==> src/rtl/periph_ctrl_defs.vh <==
// Register map, field positions and reset values of the peripheral control and settings register bank.
// Included by the register bank; holds definitions only.
`ifndef PERIPH_CTRL_DEFS_VH
`define PERIPH_CTRL_DEFS_VH

// Byte offsets on the configuration bus.
`define OFS_PERIPHERAL_CONTROL 8'h04
`define OFS_PERIPHERAL_SETTINGS_CONTROL 8'h20

// Peripheral control register fields.
`define PC_FREE_RUN_BIT 0
`define PC_SOFT_STOP_BIT 1
`define PC_FLOW_GATE_BIT 2
`define PC_RW_MASK 32'h00000007
`define PC_RESET 32'h00000001

// Settings register fields.
`define PS_PLL_LO 0
`define PS_PLL_HI 2
`define PS_PRESCALER_LO 4
`define PS_PRESCALER_HI 7
`define PS_NARROW_LANE_BIT 8
`define PS_BUS_PRI_LO 9
`define PS_BUS_PRI_HI 11
`define PS_THR_P0_LO 12
`define PS_THR_P0_HI 14
`define PS_THR_P1_LO 15
`define PS_THR_P1_HI 17
`define PS_THR_P2_LO 18
`define PS_THR_P2_HI 20
`define PS_INIT_LOCK_BIT 24
`define PS_LOOPBACK_BIT 25
`define PS_MEM_SLEEP_BIT 26
`define PS_RW_MASK 32'h071FFFF7
`define PS_RESET 32'h04053000

// AXI4-Lite response codes.
`define RESP_OKAY 2'h0
`define RESP_SLVERR 2'h2

`endif

==> src/rtl/peripheral_control_settings_regs.v <==
// Global control and settings register bank of a serial packet interconnect peripheral, with the
// flow gate, emulation halt control and digital loopback steering that those registers drive.
// Assumes an AXI4-Lite master on aclk, logical-layer and serializer paths on the same clock.
//
// Behaviour
// - Control bits 31..3 read zero, ignore writes.
// - Control bit 2 enables logical-layer data flow.
// - Gate cleared: no outbound transmit transactions generated.
// - Gate cleared: incoming requests are refused.
// - Free-run 0: soft-stop bit picks halt behaviour.
// - Hard stop unsupported; treated as soft stop.
// - Free-run 1: emulation suspend input ignored entirely.
// - Loopback returns transmit data to receive digitally.
// - Init lock 0 allows read-only writes; 1 blocks.
//
// The AXI4-Lite register port is this design's own decision.
`timescale 1ns/1ps
`include "periph_ctrl_defs.vh"

module peripheral_control_settings_regs #(
  parameter DATA_W = 32
) (
  input wire aclk, // Configuration clock.
  input wire aresetn, // Synchronous reset, active low.
  input wire [7:0] s_axi_awaddr, // Write address.
  input wire s_axi_awvalid, // Write address valid.
  output reg s_axi_awready, // Write address ready.
  input wire [31:0] s_axi_wdata, // Write data.
  input wire [3:0] s_axi_wstrb, // Write byte strobes.
  input wire s_axi_wvalid, // Write data valid.
  output reg s_axi_wready, // Write data ready.
  output reg [1:0] s_axi_bresp, // Write response.
  output reg s_axi_bvalid, // Write response valid.
  input wire s_axi_bready, // Write response ready.
  input wire [7:0] s_axi_araddr, // Read address.
  input wire s_axi_arvalid, // Read address valid.
  output reg s_axi_arready, // Read address ready.
  output reg [31:0] s_axi_rdata, // Read data.
  output reg [1:0] s_axi_rresp, // Read response.
  output reg s_axi_rvalid, // Read data valid.
  input wire s_axi_rready, // Read data ready.
  input wire emu_suspend, // Emulation suspend request, level.
  input wire xfer_busy, // A logical-layer transaction is in progress.
  output reg suspended, // Peripheral has halted for emulation.
  output reg tx_generate_enable, // Initiator may issue outbound transactions.
  output reg rx_request_accept, // Target may accept incoming requests.
  input wire [DATA_W-1:0] tx_data, // Transmit data from the link layer.
  input wire tx_valid, // Transmit data valid.
  input wire [DATA_W-1:0] serdes_rx_data, // Receive data from the serializer.
  input wire serdes_rx_valid, // Receive data valid from the serializer.
  output reg [DATA_W-1:0] serdes_tx_data, // Transmit data to the serializer.
  output reg serdes_tx_valid, // Transmit data valid to the serializer.
  output reg [DATA_W-1:0] rx_data, // Receive data to the link layer.
  output reg rx_valid, // Receive data valid to the link layer.
  output reg ro_write_enable, // Writes to read-only registers allowed.
  output reg memory_sleep_override, // Keep memories awake in shutdown.
  output reg loopback, // Digital loopback selected.
  output reg [2:0] credit_threshold_p2, // Priority 2 transmit credit threshold.
  output reg [2:0] credit_threshold_p1, // Priority 1 transmit credit threshold.
  output reg [2:0] credit_threshold_p0, // Priority 0 transmit credit threshold.
  output reg [2:0] bus_transaction_priority, // Internal bus transaction priority.
  output reg narrow_lane_mode, // Single-lane port mode.
  output reg [3:0] prescaler_select, // Prescaler select.
  output reg lane_pll_enable_a, // Lane PLL enable A.
  output reg lane_pll_enable_b, // Lane PLL enable B.
  output reg lane_pll_enable_c // Lane PLL enable C.
);

  reg [31:0] control_reg;
  reg [31:0] settings_reg;
  reg aw_full_reg;
  reg w_full_reg;
  reg [7:0] awaddr_reg;
  reg [31:0] wdata_reg;
  reg [3:0] wstrb_reg;
  reg [31:0] control_next;
  reg [31:0] settings_next;
  reg [31:0] read_word;
  reg read_hit;
  wire [31:0] byte_mask;
  wire aw_hs;
  wire w_hs;
  wire do_write;
  wire write_hit;
  wire halt_now;

  assign aw_hs = s_axi_awvalid & s_axi_awready;
  assign w_hs = s_axi_wvalid & s_axi_wready;
  // A new write waits while the previous response is unclaimed, so two responses never overlap.
  assign do_write = aw_full_reg & w_full_reg & ~s_axi_bvalid;
  assign write_hit = (awaddr_reg == `OFS_PERIPHERAL_CONTROL) || (awaddr_reg == `OFS_PERIPHERAL_SETTINGS_CONTROL);

  genvar lane;
  generate
    for (lane = 0; lane < 4; lane = lane + 1) begin : g_lane
      assign byte_mask[lane*8 +: 8] = {8{wstrb_reg[lane]}};
    end
  endgenerate

  // Reserved bits are masked off so they never store and always read zero.
  always @* begin
    control_next = control_reg;
    settings_next = settings_reg;
    if (do_write && awaddr_reg == `OFS_PERIPHERAL_CONTROL) begin
      control_next = (control_reg & ~(byte_mask & `PC_RW_MASK)) | (wdata_reg & byte_mask & `PC_RW_MASK);
    end
    if (do_write && awaddr_reg == `OFS_PERIPHERAL_SETTINGS_CONTROL) begin
      settings_next = (settings_reg & ~(byte_mask & `PS_RW_MASK)) | (wdata_reg & byte_mask & `PS_RW_MASK);
    end
  end

  // Unmapped reads answer zero with an error response, so a stray access is visible to software.
  always @* begin
    read_word = 32'h00000000;
    read_hit = 1'b1;
    case (s_axi_araddr)
      `OFS_PERIPHERAL_CONTROL: read_word = control_reg & `PC_RW_MASK;
      `OFS_PERIPHERAL_SETTINGS_CONTROL: read_word = settings_reg & `PS_RW_MASK;
      default: read_hit = 1'b0;
    endcase
  end

  // Write address and data are taken independently; the write lands once both are held.
  always @(posedge aclk) begin
    if (!aresetn) begin
      s_axi_awready <= 1'b0;
      s_axi_wready <= 1'b0;
      s_axi_bvalid <= 1'b0;
      s_axi_bresp <= `RESP_OKAY;
      aw_full_reg <= 1'b0;
      w_full_reg <= 1'b0;
      awaddr_reg <= 8'h00;
      wdata_reg <= 32'h00000000;
      wstrb_reg <= 4'h0;
      control_reg <= `PC_RESET;
      settings_reg <= `PS_RESET;
    end else begin
      control_reg <= control_next;
      settings_reg <= settings_next;
      if (aw_hs) begin
        aw_full_reg <= 1'b1;
        awaddr_reg <= s_axi_awaddr;
        s_axi_awready <= 1'b0;
      end else if (!aw_full_reg) begin
        s_axi_awready <= 1'b1;
      end
      if (w_hs) begin
        w_full_reg <= 1'b1;
        wdata_reg <= s_axi_wdata;
        wstrb_reg <= s_axi_wstrb;
        s_axi_wready <= 1'b0;
      end else if (!w_full_reg) begin
        s_axi_wready <= 1'b1;
      end
      if (do_write) begin
        aw_full_reg <= 1'b0;
        w_full_reg <= 1'b0;
        s_axi_bvalid <= 1'b1;
        s_axi_bresp <= write_hit ? `RESP_OKAY : `RESP_SLVERR;
      end else if (s_axi_bvalid && s_axi_bready) begin
        s_axi_bvalid <= 1'b0;
      end
    end
  end

  always @(posedge aclk) begin
    if (!aresetn) begin
      s_axi_arready <= 1'b0;
      s_axi_rvalid <= 1'b0;
      s_axi_rdata <= 32'h00000000;
      s_axi_rresp <= `RESP_OKAY;
    end else if (s_axi_arvalid && s_axi_arready) begin
      s_axi_arready <= 1'b0;
      s_axi_rvalid <= 1'b1;
      s_axi_rdata <= read_word;
      s_axi_rresp <= read_hit ? `RESP_OKAY : `RESP_SLVERR;
    end else if (s_axi_rvalid && s_axi_rready) begin
      s_axi_rvalid <= 1'b0;
      s_axi_arready <= 1'b1;
    end else if (!s_axi_rvalid) begin
      s_axi_arready <= 1'b1;
    end
  end

  // Hard stop is not offered, so a cleared soft-stop bit halts gracefully as well.
  // The halt waits for the transaction in flight to finish rather than cutting it.
  localparam [2:0] HALT_RUN = 3'b001;
  localparam [2:0] HALT_DRAIN = 3'b010;
  localparam [2:0] HALT_STOP = 3'b100;

  reg [2:0] halt_state_reg;
  reg [2:0] halt_state_next;
  wire halt_request;

  assign halt_request = emu_suspend & ~control_reg[`PC_FREE_RUN_BIT];
  assign halt_now = halt_request & ~xfer_busy;

  // The drain state keeps the gates open until the transaction in flight completes.
  always @* begin
    halt_state_next = halt_state_reg;
    case (halt_state_reg)
      HALT_RUN: begin
        if (halt_now) begin
          halt_state_next = HALT_STOP;
        end else if (halt_request) begin
          halt_state_next = HALT_DRAIN;
        end
      end
      HALT_DRAIN: begin
        if (!halt_request) begin
          halt_state_next = HALT_RUN;
        end else if (halt_now) begin
          halt_state_next = HALT_STOP;
        end
      end
      HALT_STOP: begin
        if (!halt_request) begin
          halt_state_next = HALT_RUN;
        end
      end
      default: begin
        halt_state_next = HALT_RUN;
      end
    endcase
  end

  always @(posedge aclk) begin
    if (!aresetn) begin
      halt_state_reg <= HALT_RUN;
      suspended <= 1'b0;
    end else begin
      halt_state_reg <= halt_state_next;
      suspended <= (halt_state_next == HALT_STOP);
    end
  end

  // The gate uses the next register value so new transactions stop on the same edge the write lands.
  always @(posedge aclk) begin
    if (!aresetn) begin
      tx_generate_enable <= 1'b0;
      rx_request_accept <= 1'b0;
    end else begin
      tx_generate_enable <= control_next[`PC_FLOW_GATE_BIT] & ~halt_now & ~suspended;
      rx_request_accept <= control_next[`PC_FLOW_GATE_BIT] & ~halt_now & ~suspended;
    end
  end

  // Loopback turns transmit data round before the serializer and keeps the serializer quiet.
  always @(posedge aclk) begin
    if (!aresetn) begin
      serdes_tx_data <= {DATA_W{1'b0}};
      serdes_tx_valid <= 1'b0;
      rx_data <= {DATA_W{1'b0}};
      rx_valid <= 1'b0;
    end else if (settings_reg[`PS_LOOPBACK_BIT]) begin
      serdes_tx_data <= {DATA_W{1'b0}};
      serdes_tx_valid <= 1'b0;
      rx_data <= tx_data;
      rx_valid <= tx_valid;
    end else begin
      serdes_tx_data <= tx_data;
      serdes_tx_valid <= tx_valid;
      rx_data <= serdes_rx_data;
      rx_valid <= serdes_rx_valid;
    end
  end

  // Field outputs leave reset with the register's own reset value, so both agree from the first edge.
  localparam [31:0] SETTINGS_RESET = `PS_RESET;

  // Field outputs follow the stored value one edge after it changes.
  always @(posedge aclk) begin
    if (!aresetn) begin
      ro_write_enable <= ~SETTINGS_RESET[`PS_INIT_LOCK_BIT];
      memory_sleep_override <= SETTINGS_RESET[`PS_MEM_SLEEP_BIT];
      loopback <= SETTINGS_RESET[`PS_LOOPBACK_BIT];
      credit_threshold_p2 <= SETTINGS_RESET[`PS_THR_P2_HI:`PS_THR_P2_LO];
      credit_threshold_p1 <= SETTINGS_RESET[`PS_THR_P1_HI:`PS_THR_P1_LO];
      credit_threshold_p0 <= SETTINGS_RESET[`PS_THR_P0_HI:`PS_THR_P0_LO];
      bus_transaction_priority <= SETTINGS_RESET[`PS_BUS_PRI_HI:`PS_BUS_PRI_LO];
      narrow_lane_mode <= SETTINGS_RESET[`PS_NARROW_LANE_BIT];
      prescaler_select <= SETTINGS_RESET[`PS_PRESCALER_HI:`PS_PRESCALER_LO];
      lane_pll_enable_a <= SETTINGS_RESET[`PS_PLL_LO];
      lane_pll_enable_b <= SETTINGS_RESET[`PS_PLL_LO+1];
      lane_pll_enable_c <= SETTINGS_RESET[`PS_PLL_HI];
    end else begin
      // The lock is only exported; the registers that it protects sit elsewhere in the peripheral.
      ro_write_enable <= ~settings_reg[`PS_INIT_LOCK_BIT];
      memory_sleep_override <= settings_reg[`PS_MEM_SLEEP_BIT];
      loopback <= settings_reg[`PS_LOOPBACK_BIT];
      credit_threshold_p2 <= settings_reg[`PS_THR_P2_HI:`PS_THR_P2_LO];
      credit_threshold_p1 <= settings_reg[`PS_THR_P1_HI:`PS_THR_P1_LO];
      credit_threshold_p0 <= settings_reg[`PS_THR_P0_HI:`PS_THR_P0_LO];
      bus_transaction_priority <= settings_reg[`PS_BUS_PRI_HI:`PS_BUS_PRI_LO];
      narrow_lane_mode <= settings_reg[`PS_NARROW_LANE_BIT];
      prescaler_select <= settings_reg[`PS_PRESCALER_HI:`PS_PRESCALER_LO];
      lane_pll_enable_a <= settings_reg[`PS_PLL_LO];
      lane_pll_enable_b <= settings_reg[`PS_PLL_LO+1];
      lane_pll_enable_c <= settings_reg[`PS_PLL_HI];
    end
  end

endmodule // peripheral_control_settings_regs

==> config.mk <==
export PLATFORM = sky130hd
export DESIGN_NAME = peripheral_control_settings_regs
export DESIGN_NICKNAME = d
export VERILOG_FILES = /design/src/rtl/peripheral_control_settings_regs.v
export VERILOG_INCLUDE_DIRS = /design/src /design/src/rtl
export SDC_FILE = /design/constraint.sdc
export NUM_CORES = 1
export LEC_CHECK = 0
export ABC_AREA = 0
export CAP_MARGIN = 10
export CORE_MARGIN = 3
export CORE_UTILIZATION = 30
export CTS_BUF_LIST = sky130_fd_sc_hd__clkbuf_4 sky130_fd_sc_hd__clkbuf_8 sky130_fd_sc_hd__clkbuf_16
export CTS_CLUSTER_SIZE = 14
export DETAILED_ROUTE_END_ITERATION = 6
export DONT_BUFFER_PORTS = 1
export PLACE_DENSITY = 0.45
export SYNTH_ARGS = -nofsm -noshare
export SYNTH_HDL_FRONTEND = slang
export SYNTH_SLANG_ARGS = --single-unit
==> constraint.sdc <==
create_clock -name aclk -period 2.45 [get_ports aclk]
set_clock_uncertainty 0.15 [all_clocks]
set_input_delay 0.245 -clock aclk [delete_from_list [all_inputs] [get_ports aclk]]
set_output_delay 0.245 -clock aclk [all_outputs]
set_load 0.05 [all_outputs]
Word level (Yosys, flattened, before mapping)
Cells that the tools add are included. W data, S select, Z words.

Flip-flop bits (word level): 240.

Bitwise logic cells: 22. Reduce and logical (&&, ||, !) cells: 14. Multiplexer cells: 19. Equality and inequality tests: 9.

Operator list (count): $and A32 B32 Y32 (2); $pmux W27 S2 (1); $mux W32 (1); $not A27 Y32 (1); $not A3 Y32 (1); $or A32 B27 Y32 (1); $or A32 B3 Y32 (1); $and A27 B27 Y27 (1); $mux W3 (6); $eq A8 B3 Y1 const B (2); $eq A8 B6 Y1 const B (2); $reduce_or A2 Y1 (6); $pmux W3 S3 (1); $and A1 B1 Y1 (8); $mux W1 (8); $not A1 Y1 (7); $eq A3 B3 Y1 const B (2); $logic_and A1 B1 Y1 (5); $mux W2 (2); $reduce_bool A2 Y1 (2); $eq A3 B1 Y1 const B (1); $eq A3 B2 Y1 const B (1); $ne A2 B1 Y1 const B (1); $logic_or A1 B1 Y1 (1).

Longest topological paths before layout
Gate-level depths: netlist (run 1).

Depth after elaboration: 7. Mapped depth: 5. Mapped depth without buffers: 3.

Worst setup path before layout (run 1)
Ideal clock, no wire load.

Kind: reg-to-reg. From: register s_axi_bvalid. To: register with a tool-made name. Data arrival time: 1.960 ns. Cell stages (with the launch flop): 4. Setup time: 0.121 ns. Slack: 0.219 ns. Data required time: 2.179 ns. Cell sequence: dfxtp_1 > nand3b_1 > nor4_4 > mux2_4.

RTL lines: start: declaration (RTL line peripheral_control_settings_regs.v:33) `output reg s_axi_bvalid,`; start signal: assignment (RTL line peripheral_control_settings_regs.v:128) `s_axi_bvalid <= 1'b0;`; start signal: assignment (RTL line peripheral_control_settings_regs.v:158) `s_axi_bvalid <= 1'b1;`; start signal: assignment (RTL line peripheral_control_settings_regs.v:161) `s_axi_bvalid <= 1'b0;`.

==> results of run 1 <==
area by class of cell:
type                            instances  area, um2
Fill cell                            2023      12100
Sequential cell                       187       3740
Multi-Input combinational cell        411       2380
Timing Repair Buffer                  134       1330
Clock buffer                           17        425
Tap cell                              270        338
Clock inverter                         15        154
Inverter                               18       67.6
Antenna cell                            3       7.51
report_power, final:
part | switching [uW] | internal [uW]
clock network | 1290 | 1440
registers | 270 | 3130
logic | 241 | 212
total | 1800 | 4790
worst min-delay path by stage:
stage / start / to / depth (start not counted)
floorplan: tx_data[0] / serdes_tx_data[0] / 1
global placement: aresetn / memory_sleep_override / 1
detailed placement: aresetn / memory_sleep_override / 1
CTS: s_axi_araddr[4] / s_axi_rdata[13] / 4
global route: s_axi_araddr[4] / s_axi_rdata[12] / 4
finish: s_axi_araddr[4] / s_axi_rdata[13] / 4
cell usage after synthesis, drive strengths merged, types with 2 or more instances:
cell    instances  area, um2
nand4           5       31.3
a221o           3       30.0
inv            18       67.6
buf            16        113
xnor2           3       26.3
nor3b           2       15.0
nand2         134        503
nand3b          7       52.6
nor3            8       40.0
mux2i          54        541
a21oi          45        225
nand2b         12       75.1
dfxtp         187       3740
o21ai          16       80.1
and2           38        238
nor2b           5       31.3
nor2           41        154
or4             2       18.8
clkbuf         27        101
mux2            6       75.1
o21a            2       15.0
nor4            8        116
cells in the final DEF, fill, tap and decap left out, types with 4 or more instances in the layout:
cell type,count
dfxtp_1,186
nand2_1,134
dlygate4sd3_1,115
mux2i_1,54
a21oi_1,45
nor2_1,41
and2_1,38
inv_1,17
clkbuf_16,17
buf_4,16
nand2b_1,12
conb_1,11
o21ai_1,10
nor3_1,8
nand3b_1,7
o21ai_0,6
inv_6,6
nor2b_1,5
nand4_1,5
nor4_4,4
through the flow:
stage,cells,hold slack (ns)
2_1_floorplan,659,0.217
3_3_place_gp,904,0.210
3_5_place_dp,904,0.216
4_1_cts,1052,0.0135
5_1_grt,1055,0.0237
6_report,1055,0.0277
worst max-delay path: stages (launching register included):
cell     delay, ns
dfxtp_1       0.32
or4_4         0.63
nor4_4        0.51
buf_4         0.25
mux2i_1       0.18
logic make-up (layout without fill, tap and decap cells):
| kind of cell | Yosys count | count (layout) | share of synthesized area [%] |
|---|---|---|---|
| flip-flops | 187 | 187 | 58.8 |
| AND/OR/NAND/NOR | 268 | 268 | 20.8 |
| buffers and inverters | 61 | 184 | 4.42 |
| XOR/XNOR | 4 | 4 | 0.550 |
| AO/OA/AOI/OAI | 68 | 68 | 5.74 |
| other | 1 | 14 | 0.0589 |
| multiplexers | 60 | 60 | 9.67 |
metal layers:
metal / routed length (um) / part of all wire (%)
met1: 6580 / 39
met2: 8470 / 50
met3: 1700 / 10
met4: 262 / 1.5
met5: 0 / 0
==> key figures, run 1 <==
Placement
  • Detail Placement HPWL: 11.6 mm
  • Placed standard-cell area: 0.00669 mm2
  • Final GP Congestion: ~0.74
  • Port bufs: 0
  • Place WS: between 0.2 and 0.3 ns

Run status
  • Status: completed

Synthesis
  • Post-Synthesis Cell Area: 0.00637 mm2
  • Synthesized instance count: 649
  • Async set-reset flop share out of synthesis: 0%
  • Synth Area per Inst: 9.81 um2
  • Main synth FF type: dfxtp_1
  • Seq/Total Area, Yosys: 58.8%
  • Post-synth cell types: just over 40
  • Number of synthesized flops with an enable pin: 0
  • Warnings from Yosys: 0
  • #FFs+latches synth: 187

Run
  • Max Cap Viol: 0

Clocking
  • Post-CTS sizing: 0
  • CTS Hold Bufs: 116
  • CTS H-tree depth: 4
  • Post-CTS setup buffer count: 0
  • Worst-path clk slew: ~0.070 ns
  • TritonCTS clock tree: yes
  • CTS buffer count: 17
  • Clock Path Buffers: 2
  • Clk sinks: 187
  • Clk Latency, worst-skew pair: ~0.42 ns
  • Root buffer cell: clkbuf_16

Die
  • Initial Util: 31.0%
  • Die ar.: 0.0230 mm2
  • Standard-cell row count: 52
  • Die H: 152 um
  • I/O pin cnt: 260
  • Die width: 152 um
  • Core area: 0.0206 mm2

Setup path
  • RR Startpoint: awaddr_reg[0]
  • Kind of critical path: reg -> reg
  • Flop2flop setup slack: 0.34 ns
  • Worst path arrival time: around 2.3 ns
  • CP startpoint: awaddr_reg[0]
  • Worst-path maximum fanout: 6
  • Setup crit end kind: register
  • Length in cells of the worst reg-to-reg path: 4
  • Startpoint Class: register
  • CP Data Required Time: 2.66 ns

Power and ir drop
  • Power after layout: 6580 uW
  • Pleak: 0.00320 uW
  • Peak supply drop: 452 uV
  • PD cells: 779 mW/mm2

Global route
  • Most crowded layer after global routing: met2
  • M1 GR Usage: roughly 16%
  • Global route total overflow: 0
  • Initial antenna violation count: 3
  • Largest net degree at the start of global routing: 57
  • GR Util met3: 7.08%
  • Total track usage: about 15%
  • Met2 usage: 26.0%
  • Vias in the first global route: 5,093
  • First-pass GRT wire length: 26.6 mm

Timing
  • RSZ-0062 raised after global routing: false
  • Setup TNS: 0 ns
  • Hold Vio Cnt, Final: 0
  • Count of final setup violators: 0
  • Max frequency: between 400 and 500 MHz
  • Worst-Margin Slew: between 0.7 and 0.8 ns
  • Worst slew margin: between 50% and 60%
  • Period utilization: 86.2%
  • Max Slew Vio Count: 0
  • Final worst path period need: 2.11 ns
  • Setup ws final: between 0.3 and 0.4 ns

Final layout
  • Post-Route Utilization: 41.1%
  • Nets@finish: 896
  • Layout cells sized above 1: 8.31%
  • Synthesis-to-finish area growth: 32.7%
  • Post-Layout Inst Area: 0.00845 mm2

Drt
  • WL/cell: 16.1 um
  • DR iter-0 viols: 132
  • Detail Route Antenna Nets: 0
  • Via-per-instance ratio: 4.51
  • Overall routed net length: 17.0 mm
  • Drt pass-1 iters: 4
  • DR vias: 4,755
  • DRC viols: 0

Worst hold path
  • Type of the tightest min-delay check: in -> reg
No activity file was read; power rests on OpenSTA's default activity.
==> run 2, diff against run 1 <==
==> constraint.sdc (replaced) <==
create_clock -name aclk -period 2.5 [get_ports aclk]
set_clock_uncertainty 0.15 [all_clocks]
set_input_delay 0.25 -clock aclk [delete_from_list [all_inputs] [get_ports aclk]]
set_output_delay 0.25 -clock aclk [all_outputs]
set_load 0.05 [all_outputs]
==> key figures, run 2 (same netlist as run 1, synthesis figures left out) <==
Die
  • Die ar.: 0.0230 mm2 (unchanged)
  • Die width: 152 um (unchanged)
  • Core area: 0.0206 mm2 (unchanged)
  • I/O pin cnt: 260 (unchanged)
  • Standard-cell row count: 52 (unchanged)
  • Die H: 152 um (unchanged)
  • Initial Util: 31.0% (unchanged)

Global route
  • Vias in the first global route: 4,866 (-4.5%)
  • Initial antenna violation count: 3 (unchanged)
  • First-pass GRT wire length: 25.7 mm (-3.6%)
  • Total track usage: 14.6% (-0.46 points)
  • Global route total overflow: 0 (unchanged)
  • Largest net degree at the start of global routing: 51 (-11%)

Timing
  • Period utilization: 82.7% (-3.4 points)
  • Count of final setup violators: 0 (unchanged)
  • Hold Vio Cnt, Final: 0 (unchanged)
  • Setup TNS: 0 ns (unchanged)
  • Max Slew Vio Count: 0 (unchanged)
  • Setup ws final: 0.431 ns (+0.0923 ns)
  • RSZ-0062 raised after global routing: false
  • Worst slew margin: 52.7% (+1.7 points)
  • Max frequency: 483 MHz (+2.0%)
  • Worst-Margin Slew: 0.708 ns (-0.0255 ns)
  • Final worst path period need: 2.07 ns (-0.0423 ns)

Drt
  • DRC viols: 0 (unchanged)
  • DR vias: 4,740 (-0.32%)
  • DR iter-0 viols: 135 (+2.3%)
  • Overall routed net length: 16.9 mm (-0.35%)
  • Via-per-instance ratio: 4.51 (+0.16%)
  • WL/cell: 16.1 um (+0.12%)
  • Detail Route Antenna Nets: 0 (unchanged)
  • Drt pass-1 iters: 4 (unchanged)

Setup path
  • Worst-path maximum fanout: 8 (+2)
  • Setup crit end kind: register
  • Length in cells of the worst reg-to-reg path: 4 (unchanged)
  • Worst path arrival time: 2.22 ns (-0.10 ns)
  • Slowest-stage cell, CP: or4_4
  • Kind of critical path: reg -> reg
  • CP Data Required Time: 2.65 ns (about the same)
  • Flop2flop setup slack: 0.43 ns (+0.09 ns)
  • Startpoint Class: register
  • Crit path cell chain: or4_4 > nor4_4 > buf_4 > mux2_4
  • Worst path max stage delay: 0.63 ns (about the same)

Final layout
  • Synthesis-to-finish area growth: 32.2%
  • Nets@finish: 891 (-0.56%)
  • Post-Layout Inst Area: 0.00842 mm2 (-0.40%)
  • Most frequent cells in the layout: dfxtp_1 (186), nand2_1 (134), dlygate4sd3_1 (112)
  • Commonest non-fill, non-tap cell in the layout: dfxtp_1
  • Layout cells sized above 1: 8.11% (-0.20 points)

Placement
  • Placed standard-cell area: 0.00668 mm2 (-0.22%)
  • Detail Placement HPWL: 11.4 mm (-0.91%)
  • Port bufs: 0 (unchanged)
  • Final GP Congestion: 0.728 (-1.3%)
  • Place WS: 0.430 ns (+0.155 ns)

Clocking
  • CTS buffer count: 17 (unchanged)
  • Clk sinks: 187 (unchanged)
  • Root buffer cell: clkbuf_16
  • Clk Latency, worst-skew pair: 0.42 ns (about the same)
  • CTS H-tree depth: 4 (unchanged)
  • Post-CTS sizing: 0 (unchanged)
  • Worst-path clk slew: 0.07 ns (about the same)
  • TritonCTS clock tree: yes
  • Clock Path Buffers: 2 (unchanged)

Worst hold path
  • Min-Delay Path Depth: 4 (unchanged)
  • Type of the tightest min-delay check: in -> reg

Power and ir drop
  • PD cells: 767 mW/mm2 (-1.4%)
  • Pleak: 0.00318 uW (-0.75%)
  • Peak supply drop: 422 uV (-6.6%)

Run status
  • Status: completed

Run
  • Max Cap Viol: 0 (unchanged)
## run 2: cell types whose count changed in the layout (fill, tap and decap cells not counted)
cell,previous run,this run
clkinv_2,2,0
clkinvlp_4,3,4
clkbuf_8,0,1
dlygate4sd3_1,115,112
buf_4,16,14
clkinv_4,0,1
inv_6,6,5
## run 2: routing by layer
layer / vias to the layer above / wire [um] / global-route usage [%]
met4: 0 / 212 / 4.45
li1: 2339 / - / -
met5: - / 0 / 0
met1: 2208 / 6620 / 15.9
met3: 14 / 1710 / 7.32
met2: 179 / 8400 / 24.8
## run 2: worst paths after layout
| check | start | endpoint |
|---|---|---|
| min | s_axi_araddr[4] | s_axi_rdata[12] |
| min reg2reg | wdata_reg[26] | wdata_reg[26] |
| max | awaddr_reg[0] | register |
| max reg2reg | awaddr_reg[0] | register |
## run 2: area by class of cell
class | instances | area, um2
Fill cell | 2043 | 12100
Sequential cell | 187 | 3740
Multi-Input combinational cell | 411 | 2380
Timing Repair Buffer | 129 | 1290
Clock buffer | 18 | 439
Tap cell | 270 | 338
Clock inverter | 14 | 151
Inverter | 18 | 67.6
Antenna cell | 3 | 7.51
## run 2: through the flow
step	cells	util, %	hold slack, ns	total power, uW
2_1_floorplan	659	-	0.222	3630
3_3_place_gp	902	32.5	0.218	3670
3_5_place_dp	902	32.5	0.218	3680
4_1_cts	1047	40.9	0.00880	6550
5_1_grt	1050	40.9	0.0353	6730
6_report	1050	40.9	0.0366	6460
## run 2: critical path, delay by kind of cell (launching register included)
family	cells	cell delay (ns)
flip-flops	1	0.32
AND/OR/NAND/NOR	2	0.90
multiplexers	1	0.31
buffers and inverters	1	0.26
## run 2: repair_timing
| item | in CTS | in global routing |
|---|---|---|
| buffers inserted | 0 | 0 |
| endpoints found under the hold margin | 183 | 0 |
| endpoints found under the setup margin | 0 | 0 |
| hold buffers | 113 | 0 |
## run 2: power breakdown
part           switching (uW)  total, uW  internal, uW  leakage, uW
combinational             235        439           204      0.00137
sequential                265       3340          3070      0.00153
clock                    1240       2690          1440     0.000277
total                    1740       6460          4720      0.00318
==> run 3, diff against run 2 <==
--- a/config.mk
+++ b/config.mk
@@ -14,7 +14,7 @@
 export CTS_CLUSTER_SIZE = 14
 export DETAILED_ROUTE_END_ITERATION = 6
 export DONT_BUFFER_PORTS = 1
-export PLACE_DENSITY = 0.45
+export PLACE_DENSITY = 0.46
 export SYNTH_ARGS = -nofsm -noshare
 export SYNTH_HDL_FRONTEND = slang
 export SYNTH_SLANG_ARGS = --single-unit
==> constraint.sdc (replaced) <==
create_clock -name aclk -period 1.8 [get_ports aclk]
set_clock_uncertainty 0.15 [all_clocks]
set_input_delay 0.18 -clock aclk [delete_from_list [all_inputs] [get_ports aclk]]
set_output_delay 0.18 -clock aclk [all_outputs]
set_load 0.05 [all_outputs]
==> key figures, run 3 (same netlist as run 1, synthesis figures left out) <==
Run status
  • Status: finished, violations left
  • Failing checks: negative setup slack

Drt
  • WL met2: 8.87 mm (+5.7%)
  • Max layer used: met4
  • DRC viols: 0 (unchanged)
  • Met3 wire len: 1.55 mm (-9.2%)
  • WL/cell: 16.6 um (+2.7%)
  • Via-per-instance ratio: 4.49 (-0.51%)
  • Detail Route Antenna Nets: 0 (unchanged)
  • Drt pass-1 iters: 4 (unchanged)
  • Overall routed net length: 17.9 mm (+5.6%)
  • DR iter-0 viols: 142 (+5.2%)
  • DR vias: 4,846 (+2.2%)
  • Metal-1 WL: 7.29 mm (+10%)

Die
  • I/O pin cnt: 260 (unchanged)
  • Core area: 0.0206 mm2 (unchanged)
  • Die width: 152 um (unchanged)
  • Die H: 152 um (unchanged)
  • Standard-cell row count: 52 (unchanged)
  • Initial Util: 31.0% (unchanged)
  • Die ar.: 0.0230 mm2 (unchanged)

Power and ir drop
  • PD cells: 1030 mW/mm2 (+34%)
  • Pleak: 0.00335 uW (+5.4%)
  • Peak supply drop: 537 uV (+27%)

Final layout
  • Post-Route Utilization: 42.4% (+1.4 points)
  • Synthesis-to-finish area growth: 36.8%
  • Most frequent cells in the layout: dfxtp_1 (182), nand2_1 (134), dlygate4sd3_1 (129)
  • Commonest non-fill, non-tap cell in the layout: dfxtp_1
  • Layout cells sized above 1: 10.3% (+2.2 points)
  • Non-filler cells, final: 1,079 (+2.8%)
  • Fillers: 2,007 (-1.8%)
  • Nets@finish: 921 (+3.4%)

Placement
  • # placed instances: 913 (+1.2%)
  • Port bufs: 0 (unchanged)
  • Place WS: -0.171 ns (-0.601 ns)
  • Final GP Congestion: 0.704 (-3.3%)
  • Detail Placement HPWL: 11.8 mm (+3.0%)

Global route
  • First-pass GRT wire length: 27.2 mm (+5.9%)
  • Largest net degree at the start of global routing: 82 (+61%)
  • Total track usage: 15.3% (+0.77 points)
  • Initial antenna violation count: 3 (unchanged)
  • Vias in the first global route: 5,090 (+4.6%)
  • Global route total overflow: 0 (unchanged)

Timing
  • Final worst path period need: 1.94 ns (-0.133 ns)
  • Setup ws final: -0.136 ns (-0.567 ns)
  • Worst slew margin: 63.4% (+11 points)
  • Worst-Margin Slew: 0.548 ns (-0.160 ns)
  • Hold Vio Cnt, Final: 0 (unchanged)
  • Count of final setup violators: 24 (+24)
  • Fin Hold WS: 0.0224 ns (-0.0142 ns)
  • RSZ-0062 raised after global routing: true
  • Max frequency: 517 MHz (+6.8%)
  • Period utilization: 108% (+25 points)
  • Max Slew Vio Count: 0 (unchanged)

Clocking
  • Clk Latency, worst-skew pair: 0.43 ns (about the same)
  • Clk sinks: 187 (unchanged)
  • CTS H-tree depth: 4 (unchanged)
  • Worst-path clk slew: 0.08 ns (about the same)
  • Clock Path Buffers: 2 (unchanged)
  • CTS buffer count: 17 (unchanged)
  • TritonCTS clock tree: yes
  • Root buffer cell: clkbuf_16

Setup path
  • Worst-path maximum fanout: 4 (-4)
  • Startpoint Class: register
  • Worst path arrival time: 2.10 ns (-0.12 ns)
  • Setup crit end kind: register
  • CP Data Required Time: 1.96 ns (-0.69 ns)
  • Kind of critical path: reg -> reg

Worst hold path
  • Type of the tightest min-delay check: in -> reg

Run
  • Max Cap Viol: 0 (unchanged)
==> run 3: cell count changes in the layout (fill, tap and decap cells not counted), sizes merged <==
cell,delta
diode,-1
buf,+13
bufinv,-1
inv,+2
dlygate4sd3,+17
clkinvlp,-3
clkinv,+3
clkbuf,-1
==> run 3: worst paths after layout <==
path            startpoint              end  slack [ns]  cells after the start
max          awaddr_reg[0]         register       -0.14                      4
max reg2reg  awaddr_reg[0]         register       -0.14                      4
min                aresetn      rx_data[23]        0.02                      3
min reg2reg       register  ro_write_enable        0.29                      1
==> run 3: cell type report <==
| cell class | count | area, um2 | area share (%) |
|---|---|---|---|
| sequential | 187 | 3750 | 43.1 |
| multi-input combinational | 411 | 2400 | 27.6 |
| timing repair buffer | 159 | 1570 | 18.0 |
| clock buffer | 17 | 425 | 4.88 |
| tap | 270 | 338 | 3.88 |
| clock inverter | 15 | 154 | 1.77 |
| inverter | 18 | 67.6 | 0.776 |
| antenna | 2 | 5.00 | 0.0574 |
==> run 3: stage by stage <==
step                cell area (um2)  total power [uW]  TNS [ns]
CTS                            8660              9080     -2.04
global route                   8710              9360     -3.78
floorplan                      6420              5040     -2.77
detailed placement             6780              5130     -3.02
global placement               6780              5120     -1.57
finish                         8710              8980     -1.66
==> run 3: layer usage <==
layer / track usage [%] / vias to the layer above
li1: - / 2396
met1: 17.6 / 2248
met2: 26.1 / 190
met3: 6.81 / 12
met4: 4.09 / 0
met5: 0 / -
==> run 3: report_power, final <==
group | total (uW) | internal, uW | leakage, uW | switching [uW]
sequential | 4620 | 4260 | 0.00153 | 355
clock | 3670 | 1860 | 0.000284 | 1810
combinational | 686 | 326 | 0.00153 | 360
total | 8980 | 6450 | 0.00335 | 2530
==> run 3: critical path: stages (launching register included) <==
cell and delay, ns:
dfxtp_2 0.32, or4_4 0.59, nor4_4 0.29, buf_4 0.18, mux2_4 0.29
==> run 3: what timing repair did <==
action | 4_1_cts | 5_1_grt
hold buffers | 127 | 4
pin swaps | 1 | 1
endpoints found under the setup margin | 27 | 37
cloned | 0 | 0
resized for setup | 3 | 3
endpoints found under the hold margin | 183 | 7
buffers inserted | 1 | 1
